### config.mk
export PLATFORM = sky130hd
export DESIGN_NAME = aefs_supervisor
export DESIGN_NICKNAME = d
export VERILOG_FILES = /design/src/hw/aefs_pkg.sv /design/src/hw/aefs_supervisor.sv
export SDC_FILE = /design/constraint.sdc
export NUM_CORES = 1
export LEC_CHECK = 0
export BUFFER_PORTS_ARGS = -buffer_cell sky130_fd_sc_hd__buf_2
export CAP_MARGIN = 20
export CORE_UTILIZATION = 40
export CTS_BUF_LIST = sky130_fd_sc_hd__clkbuf_8
export DETAILED_ROUTE_END_ITERATION = 7
export GPL_ROUTABILITY_DRIVEN = 0
export PLACE_DENSITY_LB_ADDON = 0.12
export SLEW_MARGIN = 20
export SYNTH_ARGS = -nofsm -noshare
export SYNTH_HDL_FRONTEND = slang
export SYNTH_SLANG_ARGS = --single-unit
export TNS_END_PERCENT = 5
### constraint.sdc
create_clock -name sys_clk -period 3.06 [get_ports sys_clk]
set_input_delay 0.153 -clock sys_clk [delete_from_list [all_inputs] [get_ports sys_clk]]
set_output_delay 0.153 -clock sys_clk [all_outputs]
set_load 0.01 [all_outputs]
### src/hw/aefs_pkg.sv
/*
  package of the actuator error flag supervisor: object indices, bit
  positions, timing figures and carrier structs.
  assumes a single 125 MHz device clock.
*/
package aefs_pkg;
  // =====================================================
  // object indices and frame placement
  localparam logic [15:0] ERR_FLAGS_INDEX = 16'h2205;
  localparam logic [15:0] TIMEOUT_INDEX = 16'h2005;
  localparam int FEEDBACK_ERR_BYTE = 7;
  localparam logic [7:0] ERR_FLAGS_RESET = 8'h00;
  // =====================================================
  // error and enable bit positions
  localparam int BIT_PARAM = 0;
  localparam int BIT_OVERLOAD = 1;
  localparam int BIT_VOLTAGE = 2;
  localparam int BIT_TEMP = 3;
  localparam int BIT_BACKDRIVE = 4;
  localparam int BIT_TIMEOUT = 5;
  localparam int BIT_FATAL = 6;
  localparam int BIT_MEMORY = 7;
  localparam int BIT_ENABLE = 0;
  // =====================================================
  // timing
  localparam int CLK_HZ = 125_000_000;
  localparam int OVERLOAD_MS = 15;
  localparam int GRACE_S = 10;
  localparam int TIMEOUT_DEFAULT_MS = 5000;
  localparam int CYCLES_PER_MS = CLK_HZ / 1000;
  localparam int OVERLOAD_CYCLES = OVERLOAD_MS * CYCLES_PER_MS;
  localparam longint GRACE_CYCLES = longint'(GRACE_S) * longint'(CLK_HZ);
  localparam logic [15:0] TIMEOUT_DEFAULT = 16'(TIMEOUT_DEFAULT_MS);
  // =====================================================
  // carriers
  typedef struct packed {
    logic param_bad;
    logic over_current;
    logic volt_bad;
    logic temp_bad;
    logic uncommanded_move;
    logic no_motion;
    logic mem_corrupt;
  } aefs_cond_t;
  typedef struct packed {
    logic valid;
    logic [7:0] control;
  } aefs_cmd_t;
endpackage : aefs_pkg

### src/hw/aefs_supervisor.sv
/*
  actuator error flag supervisor: builds the error byte and gates motion.
  assumes conditions and command strobes are synchronous to sys_clk and
  that the ms tick counters are derived here from the clock.
*/
// Function
// - keep an eight-bit error status byte, one fault per bit
// - out-of-range command value sets bit 0 and blocks all motion
// - current above limit for 15 ms during motion sets bit 1
// - after overload, no new motion until enable cleared then set again
// - voltage out of range sets bit 2; running motion lasts 10 s max
// - temperature out of range sets bit 3; running motion lasts 10 s max
// - uncommanded tube movement sets bit 4
// - no command within timeout (default 5000 ms) sets bit 5
// - after timeout, motion blocked until enable cleared
// - motor driven with no resulting motion sets fatal bit 6
// - corrupted internal memory sets bit 7
// - command control bit 0 is motion enable; low means no motion
// - error byte reported as byte 7 of the feedback frame
`timescale 1ns/1ps
module aefs_supervisor #(
  parameter int OVERLOAD_CNT = aefs_pkg::OVERLOAD_CYCLES,
  parameter longint GRACE_CNT = aefs_pkg::GRACE_CYCLES,
  parameter int MS_CNT = aefs_pkg::CYCLES_PER_MS
) (
  // clock and reset
  input wire logic sys_clk,
  input wire logic rst_n,
  // command from host
  input wire aefs_pkg::aefs_cmd_t cmd,
  input wire logic [15:0] timeout_ms,
  // fault conditions and motion request
  input wire aefs_pkg::aefs_cond_t cond,
  input wire logic motion_request,
  // results
  output logic motion_allow,
  output logic [7:0] error_flags,
  output logic [63:0] feedback_frame_mask,
  output logic [7:0] feedback_err_byte
);
  import aefs_pkg::*;

  logic enable_bit;
  logic [7:0] next_error_flags;
  logic moving, next_moving;
  logic rearm_wait, next_rearm_wait;
  logic [31:0] over_cnt, next_over_cnt;
  logic [63:0] grace_cnt, next_grace_cnt;
  logic [31:0] ms_cnt, next_ms_cnt;
  logic [15:0] to_cnt, next_to_cnt;
  logic [15:0] to_limit;
  logic env_bad;
  logic start_ok;

  assign enable_bit = cmd.control[BIT_ENABLE];
  assign to_limit = (timeout_ms == 16'h0000) ? TIMEOUT_DEFAULT : timeout_ms;
  assign env_bad = error_flags[BIT_VOLTAGE] | error_flags[BIT_TEMP];

  // =====================================================
  // motion gating
  // enable gates start, param blocks all
  // fatal also refuses a start, else the sticky flag would toggle motion every cycle
  assign start_ok = enable_bit && !rearm_wait && !env_bad && !error_flags[BIT_PARAM]
                    && !error_flags[BIT_TIMEOUT] && !error_flags[BIT_OVERLOAD]
                    && !error_flags[BIT_FATAL];

  always_comb begin
    next_moving = moving;
    next_grace_cnt = grace_cnt;
    next_rearm_wait = rearm_wait;
    // re-arm needs enable low then high
    if (error_flags[BIT_OVERLOAD]) begin
      next_rearm_wait = 1'b1;
    end
    if (rearm_wait && !enable_bit) begin
      next_rearm_wait = 1'b0;
    end
    if (!moving) begin
      next_grace_cnt = 64'h0;
      if (motion_request && start_ok && !next_rearm_wait) begin
        next_moving = 1'b1;
      end
    end else begin
      // running motion may finish within grace time
      if (env_bad) begin
        next_grace_cnt = grace_cnt + 64'h1;
      end
      if (!motion_request || !enable_bit || error_flags[BIT_PARAM]
          || next_error_flags[BIT_OVERLOAD]
          || next_error_flags[BIT_TIMEOUT] || next_error_flags[BIT_FATAL]
          || (env_bad && grace_cnt >= 64'(GRACE_CNT - 1))) begin
        next_moving = 1'b0;
      end
    end
  end

  assign motion_allow = moving;

  // =====================================================
  // error byte
  always_comb begin
    next_error_flags = error_flags;
    next_over_cnt = 32'h0;
    next_ms_cnt = ms_cnt;
    next_to_cnt = to_cnt;
    if (cond.param_bad) begin
      next_error_flags[BIT_PARAM] = 1'b1;
    end
    if (moving && cond.over_current) begin
      next_over_cnt = over_cnt + 32'h1;
      if (over_cnt >= 32'(OVERLOAD_CNT - 1)) begin
        next_error_flags[BIT_OVERLOAD] = 1'b1;
      end
    end
    next_error_flags[BIT_VOLTAGE] = cond.volt_bad;
    next_error_flags[BIT_TEMP] = cond.temp_bad;
    if (cond.uncommanded_move && !moving) begin
      next_error_flags[BIT_BACKDRIVE] = 1'b1;
    end
    if (cmd.valid) begin
      next_ms_cnt = 32'h0;
      next_to_cnt = 16'h0;
    end else if (ms_cnt >= 32'(MS_CNT - 1)) begin
      next_ms_cnt = 32'h0;
      if (to_cnt >= to_limit - 16'h1) begin
        next_error_flags[BIT_TIMEOUT] = 1'b1;
      end else begin
        next_to_cnt = to_cnt + 16'h1;
      end
    end else begin
      next_ms_cnt = ms_cnt + 32'h1;
    end
    if (moving && cond.no_motion) begin
      next_error_flags[BIT_FATAL] = 1'b1;
    end
    if (cond.mem_corrupt) begin
      next_error_flags[BIT_MEMORY] = 1'b1;
    end
    // enable low clears the overload, timeout and backdrive latches; a new event in the same cycle wins
    if (cmd.valid && !enable_bit) begin
      if (!(moving && cond.over_current && over_cnt >= 32'(OVERLOAD_CNT - 1))) begin
        next_error_flags[BIT_OVERLOAD] = 1'b0;
      end
      next_error_flags[BIT_TIMEOUT] = 1'b0;
      next_error_flags[BIT_BACKDRIVE] = cond.uncommanded_move && !moving;
    end
  end

  always_ff @(posedge sys_clk or negedge rst_n) begin
    if (!rst_n) begin
      error_flags <= ERR_FLAGS_RESET;
      moving <= 1'b0;
      rearm_wait <= 1'b0;
      over_cnt <= 32'h0;
      grace_cnt <= 64'h0;
      ms_cnt <= 32'h0;
      to_cnt <= 16'h0;
    end else begin
      error_flags <= next_error_flags;
      moving <= next_moving;
      rearm_wait <= next_rearm_wait;
      over_cnt <= next_over_cnt;
      grace_cnt <= next_grace_cnt;
      ms_cnt <= next_ms_cnt;
      to_cnt <= next_to_cnt;
    end
  end

  // =====================================================
  // feedback byte
  // error byte in byte 7
  assign feedback_err_byte = error_flags;
  assign feedback_frame_mask = {error_flags, 56'h0};

  // =====================================================
  // checks
  param_blocks_a: assert property (@(posedge sys_clk) disable iff (!rst_n)
    error_flags[BIT_PARAM] |=> !moving)
    else $error("motion while parameter error set");
  env_blocks_start_a: assert property (@(posedge sys_clk) disable iff (!rst_n)
    (!moving && env_bad) |=> !moving)
    else $error("motion started with env error");
  timeout_blocks_a: assert property (@(posedge sys_clk) disable iff (!rst_n)
    error_flags[BIT_TIMEOUT] |=> !moving)
    else $error("motion during timeout");
  volt_follow_a: assert property (@(posedge sys_clk) disable iff (!rst_n)
    error_flags[BIT_VOLTAGE] == $past(cond.volt_bad))
    else $error("voltage flag not following");
  fatal_set_a: assert property (@(posedge sys_clk) disable iff (!rst_n)
    (moving && cond.no_motion) |=> error_flags[BIT_FATAL])
    else $error("fatal not set");
  mem_set_a: assert property (@(posedge sys_clk) disable iff (!rst_n)
    cond.mem_corrupt |=> error_flags[BIT_MEMORY])
    else $error("memory error not set");
  enable_low_stop_a: assert property (@(posedge sys_clk) disable iff (!rst_n)
    !enable_bit |=> !moving)
    else $error("motion with enable low");
  overload_stop_a: assert property (@(posedge sys_clk) disable iff (!rst_n)
    $rose(error_flags[BIT_OVERLOAD]) |-> !moving)
    else $error("motion after overload");
  byte_out_a: assert property (@(posedge sys_clk) disable iff (!rst_n)
    feedback_frame_mask[63:56] == error_flags)
    else $error("feedback byte wrong");
  temp_follow_a: assert property (@(posedge sys_clk) disable iff (!rst_n)
    error_flags[BIT_TEMP] == $past(cond.temp_bad))
    else $error("temperature flag not following");
  overload_set_a: assert property (@(posedge sys_clk) disable iff (!rst_n)
    (moving && cond.over_current && over_cnt >= 32'(OVERLOAD_CNT - 1)) |=> error_flags[BIT_OVERLOAD])
    else $error("overload not set");
  backdrive_set_a: assert property (@(posedge sys_clk) disable iff (!rst_n)
    (cond.uncommanded_move && !moving) |=> error_flags[BIT_BACKDRIVE])
    else $error("backdrive not set");
  fatal_blocks_a: assert property (@(posedge sys_clk) disable iff (!rst_n)
    error_flags[BIT_FATAL] |=> !moving)
    else $error("motion after fatal error");
  overload_hold_a: assert property (@(posedge sys_clk) disable iff (!rst_n)
    (error_flags[BIT_OVERLOAD] && !(cmd.valid && !enable_bit)) |=> error_flags[BIT_OVERLOAD])
    else $error("overload flag dropped early");
endmodule : aefs_supervisor

# After elaboration in Yosys (flattened, before gate mapping)
# Cells that the tools add are included.
[word_totals] reg_bits=154 out_inout_bits=81 word_cells=81
[classes] add_sub_neg=5 order_cmp=4 n_eq_ne=2 n_mux=24 bitwise=1 n_reduce_logical=35
[op_table] op="two-way mux 64 bit" n=2
[op_table] op="two-way mux 32 bit" n=3
[op_table] op="adder 32 x 1 -> 32 bit (second input constant)" n=2
[op_table] op="adder 64 x 1 -> 64 bit (second input constant)" n=1
[op_table] op=">= comparator 64 x 31 -> 1 bit (second input constant)" n=1
[op_table] op="two-way mux 16 bit" n=4
[op_table] op=">= comparator 32 x 17 -> 1 bit (second input constant)" n=1
[op_table] op=">= comparator 32 x 21 -> 1 bit (second input constant)" n=1
[op_table] op="adder 16 x 1 -> 16 bit (second input constant)" n=1
[op_table] op=">= comparator 16 bit" n=1
[op_table] op="logical NOT 16 bit" n=1
[op_table] op="subtractor 16 x 1 -> 16 bit (second input constant)" n=1
[op_table] op="logical AND 1 bit" n=15
[op_table] op="two-way mux 1 bit" n=14
[op_table] op="logical NOT 1 bit" n=10
[op_table] op="logical OR 1 bit" n=6
[op_table] op="nonzero test 2 bit" n=2
[op_table] op="two-way mux 2 bit" n=1
[op_table] op="!= test 2 x 1 -> 1 bit (second input constant)" n=1
[op_table] op="!= test 2 bit (second input constant)" n=1
[op_table] op="AND reduction 2 bit" n=1
[op_table] op="bitwise OR 1 bit" n=1

# Longest topological paths before layout
# Gate-level depths: netlist of the first run.
[depth] ltp_word=13 depth_mapped=17 mapped_depth_nobuf=15

# Worst setup path after synthesis of the first run
# Ideal clock, no wire load.
[synth_path] path_kind="input -> register" from="input port timeout_ms[0]" to="register to_cnt[15]" setup_time_ps=78 arrival_time_ps=3460 t_required_ps=2982 path_slack_ps=-478 stages=14 path_buffers=1 path_cell_list="or4_1 -> or3_1 -> nor3_1 -> nand3b_1 -> nor4_2 -> xnor2_1 -> ha_1 -> a21o_1 -> a21o_2 -> a21oi_1 -> nand4b_2 -> buf_6 -> or4_1 -> a21oi_1"
[synth_via] elab_chain_len=6
[synth_rtl] element="start: declaration" line="aefs_supervisor.sv:31" text="input wire logic [15:0] timeout_ms,"
[synth_rtl] element="logical NOT 16 bit" line="aefs_supervisor.sv:56" text="assign to_limit = (timeout_ms == 16'h0000) ? TIMEOUT_DEFAULT : timeout_ms;"
[synth_rtl] element="two-way mux 16 bit *" line="aefs_supervisor.sv:56"
[synth_rtl] element="subtractor 16 x 1 -> 16 bit *" line="aefs_supervisor.sv:125" text="if (to_cnt >= to_limit - 16'h1) begin"
[synth_rtl] element=">= comparator 16 bit *" line="aefs_supervisor.sv:125"
[synth_rtl] element="!= test 2 bit (no source line) *"
[synth_rtl] element="AND reduction 2 bit (no source line) *"
[synth_rtl] element="end signal: assignment" line="aefs_supervisor.sv:165" text="to_cnt <= next_to_cnt;"
[synth_rtl] element="end: declaration" line="aefs_supervisor.sv:50" text="logic [15:0] to_cnt, next_to_cnt;"
# Every way passes the cells marked *; elsewhere a longest branch is shown, timed or not.
# A chain may end at the register's enable or synchronous reset.

# Final worst setup path of the first run
# Ends and elaborated chain as after synthesis.

==> reports/metrics.cfg, run 1 <==
[grt]
grt_overflow = 0
grtUsageTotal = 0.1804
grt_pass1_wl_um = 32160
grt_max_degree = 81
grt_pass1_vias = 6572
antenna_found_initial = 0

[placed_design]
io_buffer_count = 52
dp_hpwl_um = 12900
dpl.cell_count = 1275
pre_cts_ws_ps = -716.6

[clock_tree]
path_clk_slew_ps = 90
cts.sinks = 154
htreeDepth = 4
clockBufferDepth = 2
cts_tree = built
cts-root-buf = clkbuf_8
worstSkewPairLatency_ps = 460
cts_buffers = 17

[floorplan]
die_y_um = 149.9
fp.dieW_um = 149.9
die-area_um2 = 22460
core.rowCount = 53
num_io_pins = 116
start_util = 0.4121
core_area_um2 = 21220

[layout]
antenna-diode-count = 0
fillers = 2056
layout.area.seq_um2 = 3854
drive_above_1_share = 0.1604
multiInputGateArea_um2 = 4486
area_delta_synth_final_pct = 12.29
nets = 1084
layout.cells.non_filler = 1316

[run_status]
violations = negative setup slack
outcome = complete, but fails checks

[min_path]
holdCritPathClass = in -> reg
min_from = cmd[8]
hold_path_depth = 2

[synthesis]
syn_avg_cell_area_um2 = 9.374
netlist_area_um2 = 8746
ys_warn_count = 0
synthCells = 933
ys_seq_area_frac = 0.4406
synth_edf_count = 0
async_reset_ff_frac = 1.000
synth_cell_types = 65
synth-seq-cells = 154
synth_top_flop_cell = dfrtp_1

[critical_path]
worstPathArrival_ps = 3580
crit_type = in -> reg
crit_path_start = timeout_ms[0]
worstReg2RegStart = to_cnt[0]$_DFFE_PN0P_
cp-start-kind = input pin
rr_worst_depth = 9
end_kind = flop
crit_fanout = 5
critPathRequiredTime_ps = 3440

[detailed_routing]
wirelength_um = 18720
drcViolationCount = 0
drt_iter0_drc = 443
via_per_inst = 5.058
vias = 6656
drt-pass1-iter-count = 4
wl_per_cell_um = 14.22
final_antenna_net_count = 0

[timing]
finalMaxSlewViolations = 0
whs_ps = 92.76
clock_skew_ps = 16.50
fin_crit_sh = 1.048
rsz0062_at_grt = true
min_period_ps = 3206
final_hold_viol_count = 0
max_freq_mhz = 311.9
slew_headroom = 0.4954
max_slew.worst_pin.slew_ps = 756.9
setup-violations-final = 13
fin_ws_ps = -146.0

[job]
drv_cap = 0

[power_and_ir_drop]
leakagePower_nw = 4.133
power.density_nw_per_um2 = 397.6
total_power_mw = 3.904
ir_drop_mv = 0.2420

[Yosys cell counts, drive strengths merged (2+ instances only)]
cell    instances  area share
o31ai           6      0.0051
nand2          58       0.025
inv            15      0.0064
clkbuf         17      0.0074
or3b            2      0.0020
xor2           59       0.059
mux2i           2      0.0023
dfrtp         154        0.44
ha             21       0.030
and4b           2      0.0023
nand3          46       0.027
a41oi           2      0.0020
or2             6      0.0043
or3            29       0.022
nor4           29       0.026
a21oi          41       0.023
nand4          42       0.031
a31oi           4      0.0029
and3           24       0.017
xnor2          45       0.045
buf            78       0.067
and2           10      0.0073
and4           13       0.013
nor3           24       0.016
or4            11      0.0094
nand4b          3      0.0037
a21o            3      0.0027
o21ai          30       0.017
nor2b           2      0.0014
a2111o          2      0.0026
nor2          132       0.057
nand2b          4      0.0037
[cell type report]
cell class	instances	share of cell area
multi-input combinational	738	0.4567
sequential	154	0.3924
timing repair buffer	102	0.06765
tap	275	0.03504
clock buffer	17	0.02382
clock inverter	15	0.01860
inverter	15	0.005733
[layer usage]
layer	vias to the layer above	track usage	routed length, um
met4	0	0.05859	276
met3	23	0.03445	606
met5	-	0	0
li1	3351	-	-
met1	3176	0.2489	9364
met2	106	0.2836	8471
[logic make-up after synthesis]
logic type | Yosys count | synth area share
compound gates | 97 | 0.06595
xor+xnor | 104 | 0.1041
fa+ha+maj | 21 | 0.03004
buf+inv | 111 | 0.08183
flops | 154 | 0.4406
mux | 3 | 0.003577
other cells | 1 | 0.0004288
simple gates | 442 | 0.2734
[sequential cells by signal, indices dropped and copies added (netlist names)]
| signal | cells |
|---|---|
| ms_cnt | 32 |
| motion_allow | 1 |
| rearm_wait | 1 |
| error_flags | 8 |
| to_cnt | 16 |
| grace_cnt | 64 |
| over_cnt | 32 |
[per-stage QoR]
step                      instance area [um^2]  setup TNS [ps]    util
final                                     9821           -1440  0.4628
after floorplan                           9017           -4859       -
after global routing                      9821           -4969  0.4628
after global placement                    9276          -10110  0.4371
after CTS                                 9814           -1404  0.4625
after detailed placement                  9276          -11610  0.4371
[final timing paths]
kind | to | slack [ps]
setup / recovery | to_cnt[15]$_DFFE_PN0P_ | -150
hold / removal | to_cnt[1]$_DFFE_PN0P_ | 90
setup reg to reg | to_cnt[15]$_DFFE_PN0P_ | 480
hold reg to reg | ms_cnt[0]$_DFF_PN0_ | 470
max in group asynchronous | ms_cnt[31]$_DFF_PN0_ | 1760
min in group asynchronous | over_cnt[4]$_DFF_PN0_ | 290
[cell usage in the layout (no fill, tap or decap), types with 22 or more instances in the layout]
| master | Yosys | final |
|---|---|---|
| xnor2_1 | 45 | 45 |
| nor2_1 | 132 | 132 |
| a21oi_1 | 41 | 40 |
| dfrtp_1 | 154 | 154 |
| buf_4 | 73 | 41 |
| o21ai_0 | 22 | 22 |
| xor2_1 | 59 | 59 |
| and3_1 | 24 | 24 |
| nand4_1 | 40 | 40 |
| conb_1 | 1 | 71 |
| nand2_1 | 58 | 58 |
| nand3_1 | 45 | 45 |
| buf_2 | 3 | 51 |
| nor4_1 | 24 | 23 |
[timing repair]
item	CTS	global route
hold endpoints to repair	86	0
endpoints found under the setup margin	17	18
pin swaps	0	1
resized for setup	6	1
hold buffers	9	0
setup buffers	0	0
cloned	0	0
[worst max-delay path, stage by stage]
cell	delay [ps]
buf_2	110
or4_4	530
or3_4	360
nor3_4	140
nand3b_1	170
nor4_2	200
xnor2_1	160
ha_1	260
a21o_1	160
a21o_2	210
a21oi_2	160
nand4b_2	150
buf_4	180
or4_1	490
a21oi_1	140
[power by group]
part / total, mW / internal (mW) / switching [mW]
clock: 1.63 / 0.757 / 0.873
sequential: 2.06 / 2.05 / 0.0111
combinational: 0.214 / 0.0758 / 0.139
total: 3.90 / 2.88 / 1.02
Note: power is estimated with default switching activity, not from simulation.
==> run 2, diff against run 1 <==
--- a/config.mk
+++ b/config.mk
@@ -7,11 +7,13 @@
 export LEC_CHECK = 0
 export BUFFER_PORTS_ARGS = -buffer_cell sky130_fd_sc_hd__buf_2
 export CAP_MARGIN = 20
+export CORE_ASPECT_RATIO = 0.7
 export CORE_UTILIZATION = 40
 export CTS_BUF_LIST = sky130_fd_sc_hd__clkbuf_8
 export DETAILED_ROUTE_END_ITERATION = 7
 export GPL_ROUTABILITY_DRIVEN = 0
 export PLACE_DENSITY_LB_ADDON = 0.12
+export SKIP_CTS_REPAIR_TIMING = 1
 export SLEW_MARGIN = 20
 export SYNTH_ARGS = -nofsm -noshare
 export SYNTH_HDL_FRONTEND = slang
==> reports/metrics.cfg, run 2 (synthesis gave the netlist of run 1 again) <==
[run_status]
outcome = complete, but fails checks
violations = negative setup slack

[clock_tree]
cts_tree = built
cts-root-buf = clkbuf_8
htreeDepth = 4
clockBufferDepth = 2
cts.sinks = 154
worstSkewPairLatency_ps = 470
cts_buffers = 17
path_clk_slew_ps = 80

[timing]
final_hold_viol_count = 0
finalMaxSlewViolations = 0
setup-tns-final_ps = -3344
fin_crit_sh = 1.088
setup-violations-final = 16
max_freq_mhz = 300.4
rsz0062_at_grt = true
whs_ps = 111.9
slew_headroom = 0.5253
clock_skew_ps = 12.63
max_slew.worst_pin.slew_ps = 712.0
min_period_ps = 3329
fin_ws_ps = -268.9

[detailed_routing]
drt_iter0_drc = 528
drt-pass1-iter-count = 5
drcViolationCount = 0
wirelength_um = 19590
via_per_inst = 5.097
vias = 6718
final_antenna_net_count = 0
wl_per_cell_um = 14.86

[power_and_ir_drop]
ir_drop_mv = 0.2798
power.density_nw_per_um2 = 391.2
total_power_mw = 3.885
leakagePower_nw = 4.169

[placed_design]
dpl_cell_area_um2 = 9288
dp_hpwl_um = 13600
io_buffer_count = 52
pre_cts_ws_ps = -745.9

[layout]
largest_registers = grace_cnt x64, ms_cnt x32, over_cnt x32
nets = 1085
largest_reg_flops = 64
drive_above_1_share = 0.1641
area_delta_synth_final_pct = 13.55
antenna-diode-count = 0
fillers = 2023
max_flop_register = grace_cnt
final_cell_area_um2 = 9931
layout_commonest_cell = dfrtp_1
final_cell_mix = dfrtp_1 (154), nor2_1 (131), conb_1 (71)

[floorplan]
num_io_pins = 116
die_y_um = 125.7
start_util = 0.4148
core_area_um2 = 21090
core.rowCount = 44
fp.dieW_um = 178.7
die-area_um2 = 22470

[critical_path]
critPathRequiredTime_ps = 3450
crit_fanout = 13
cp-start-kind = input pin
worstPathArrival_ps = 3720
crit_type = in -> reg
end_kind = flop

[grt]
antenna_found_initial = 0
grt_max_degree = 73
grt_pass1_wl_um = 32320
grtUsageTotal = 0.1822
grt_pass1_vias = 6307
grt_overflow = 0

[job]
drv_cap = 0

[min_path]
holdCritPathClass = in -> reg

-- run 2: layout make-up --
cell class              count  area [um^2]  share of cell area
clock inverters            14        158.9             0.01600
well taps                 276        345.3             0.03477
clock buffers              18        247.7             0.02495
multi-input cells         738         4531              0.4562
repair buffers            103        738.2             0.07434
flip-flops and latches    154         3854              0.3881
inverters                  15        56.30            0.005670
-- run 2: path summary, 6_finish.rpt --
kind / start / endpoint / slack (ps) / depth (start not counted)
hold / removal: cmd[8] / to_cnt[1]$_DFFE_PN0P_ / 110 / 2
setup / recovery: timeout_ms[0] / to_cnt[7]$_DFFE_PN0P_ / -270 / 16
hold reg to reg: ms_cnt[0]$_DFF_PN0_ / ms_cnt[0]$_DFF_PN0_ / 470 / 1
min in group asynchronous: rst_n / grace_cnt[55]$_DFFE_PN0P_ / 210 / 2
setup reg to reg: to_cnt[0]$_DFFE_PN0P_ / to_cnt[7]$_DFFE_PN0P_ / 360 / 10
max in group asynchronous: rst_n / to_cnt[5]$_DFFE_PN0P_ / 2060 / 3
-- run 2: per-stage QoR --
step                instances  utilization
global route             1318       0.4710
floorplan                1003            -
global placement         1274       0.4405
CTS                      1306       0.4598
detailed placement       1274       0.4405
finish                   1318       0.4710
-- run 2: worst max-delay path, stage by stage --
cell,delay [ps]
buf_8,100
or4_4,530
or3_4,360
nor3_4,170
nand3b_1,200
nor4_2,290
xnor2_1,150
ha_1,260
a21o_1,160
a21o_2,220
a21oi_4,180
nand4b_4,130
buf_4,170
clkbuf_16,160
or3_1,340
a21oi_1,150
-- run 2: metal layers --
metal  global-route usage  part of all wire  wire length, um  up-vias
met5                    0                 0                0        -
li1                     -                 -                -     3349
met4              0.04985             0.010              205        0
met2               0.2451              0.41             7994      135
met1               0.2864              0.54            10590     3219
met3              0.04197             0.041              799       15
-- run 2: power breakdown --
| group | internal (mW) | leakage (nW) | total [mW] | switching (mW) |
|---|---|---|---|---|
| combinational | 0.0804 | 1.86 | 0.224 | 0.143 |
| sequential | 2.05 | 2.10 | 2.06 | 0.00970 |
| clock | 0.817 | 0.210 | 1.60 | 0.786 |
==> run 3, diff against run 2 <==
--- a/config.mk
+++ b/config.mk
@@ -8,7 +8,7 @@
 export BUFFER_PORTS_ARGS = -buffer_cell sky130_fd_sc_hd__buf_2
 export CAP_MARGIN = 20
 export CORE_ASPECT_RATIO = 0.7
-export CORE_UTILIZATION = 40
+export CORE_UTILIZATION = 50
 export CTS_BUF_LIST = sky130_fd_sc_hd__clkbuf_8
 export DETAILED_ROUTE_END_ITERATION = 7
 export GPL_ROUTABILITY_DRIVEN = 0
==> reports/metrics.cfg, run 3 (synthesis gave the netlist of run 1 again) <==
[timing]
clock_skew_ps = 10.18
finalMaxSlewViolations = 0
max_slew.worst_pin.slew_ps = 762.1
min_period_ps = 3327
slew_headroom = 0.4919
final_hold_viol_count = 0
setup-tns-final_ps = -3199
fin_ws_ps = -266.8
rsz0062_at_grt = true
max_freq_mhz = 300.6
whs_ps = 126.8
fin_crit_sh = 1.087
setup-violations-final = 18

[detailed_routing]
routed-wl-met3_um = 740
wirelength_um = 18370
final_antenna_net_count = 0
wl_met1_um = 9505
met2WireLength_um = 7950
wl_per_cell_um = 14.46
top_layer = met4
via_per_inst = 5.324
drt_iter0_drc = 578
drcViolationCount = 0
drt-pass1-iter-count = 4
vias = 6761

[clock_tree]
cts.sinks = 154
cts_buffers = 17
htreeDepth = 4
cts_tree = built
cts-root-buf = clkbuf_8
clockBufferDepth = 2
path_clk_slew_ps = 80
worstSkewPairLatency_ps = 450

[layout]
layout_commonest_cell = dfrtp_1
largest_registers = grace_cnt x64, ms_cnt x32, over_cnt x32
area_delta_synth_final_pct = 12.36
layout.cells.non_filler = 1270
max_flop_register = grace_cnt
final_cell_mix = dfrtp_1 (154), nor2_1 (132), conb_1 (71)
nets = 1083
drive_above_1_share = 0.1598
fin_util = 0.5741
antenna-diode-count = 0
final_cell_area_um2 = 9827
largest_reg_flops = 64

[power_and_ir_drop]
ir_drop_mv = 0.2799
p_sw_frac = 0.2352
leakagePower_nw = 4.150
combPwrFrac = 0.056
power.clock.fraction = 0.414
p_int_mw = 2.970
total_power_mw = 3.883
power.density_nw_per_um2 = 395.1
power.net_switching_mw = 0.9132
p_seq_frac = 0.530

[run_status]
outcome = complete, but fails checks
violations = negative setup slack

[critical_path]
critPathRequiredTime_ps = 3430
cp-start-kind = input pin
crit_fanout = 13
rr_worst_depth = 9
crit_chain = buf_6 -> or4_4 -> or3_4 -> nor3_4 -> nand3b_1 -> nor4_2 -> xnor2_1 -> ha_1 -> a21o_1 -> a21o_2 -> a21oi_4 -> nand4b_4 -> buf_12 -> or4_1 -> a21oi_1
reg2reg_slack_ps = 390
crit_type = in -> reg
worstPathArrival_ps = 3700
slowest_stage = or4_4
worstReg2RegStart = to_cnt[0]$_DFFE_PN0P_
crit_path_start = timeout_ms[0]
critical_path.reg2reg.endpoint = to_cnt[11]$_DFFE_PN0P_
max_stage_delay_ps = 540
end_kind = flop

[placed_design]
dp_hpwl_um = 12720
dpl_cell_area_um2 = 9224
pre_cts_ws_ps = -745.9
dpl.cell_count = 1228
io_buffer_count = 52

[min_path]
min_from = cmd[8]
hold_path_depth = 2
holdCritPathClass = in -> reg
hold_end = to_cnt[0]$_DFFE_PN0P_

[job]
drv_cap = 0

[grt]
grt_max_degree = 82
grt_pass1_vias = 6230
antenna_found_initial = 0
grt_pass1_wl_um = 31020
grtUsageTotal = 0.2156
grt_overflow = 0

[floorplan]
num_io_pins = 116
start_util = 0.5110
core.rowCount = 40
core_area_um2 = 17120
fp.dieW_um = 160.1
die-area_um2 = 18030
die_y_um = 112.7

-- run 3: per-layer routing --
metal	global-route usage	vias to the layer above
met4	0.06603	0
met1	0.3277	3259
met5	0	-
li1	-	3340
met3	0.04028	12
met2	0.3096	150
-- run 3: area by class of cell --
cell class,instances,area (um^2)
multi-input combinational,738,4507
fill,1561,7289
clock inverter,12,147.6
timing repair buffer,101,711.9
clock buffer,19,261.5
sequential,154,3854
inverter,15,56.30
tap,231,289.0
-- run 3: power groups by stage --
stage | clock network [mW] | registers, mW | logic, mW
4_1_cts | 1.65 | 2.06 | 0.208
3_3_place_gp | 0 | 2.10 | 0.206
3_5_place_dp | 0 | 2.10 | 0.207
2_1_floorplan | 0 | 2.10 | 0.153
5_1_grt | 1.74 | 2.06 | 0.248
6_report | 1.61 | 2.06 | 0.218
-- run 3: worst max-delay path, delay by kind of cell --
family | cells | cell delay, ps
AOI/OAI and AO/OA | 4 | 710
xor gates and xnor gates | 1 | 120
adders and majority gates | 1 | 320
buffers and inverters | 2 | 280
and+or+nand+nor | 7 | 2120
-- run 3: how the worst max path moves through the flow --
stage | cells after the start | endpoint
after floorplan | 14 | to_cnt[15]$_DFFE_PN0P_
after global placement | 15 | to_cnt[15]$_DFFE_PN0P_
after detailed placement | 19 | motion_allow$_DFF_PN0_
after CTS | 19 | motion_allow$_DFF_PN0_
after global routing | 15 | to_cnt[11]$_DFFE_PN0P_
final | 15 | to_cnt[11]$_DFFE_PN0P_
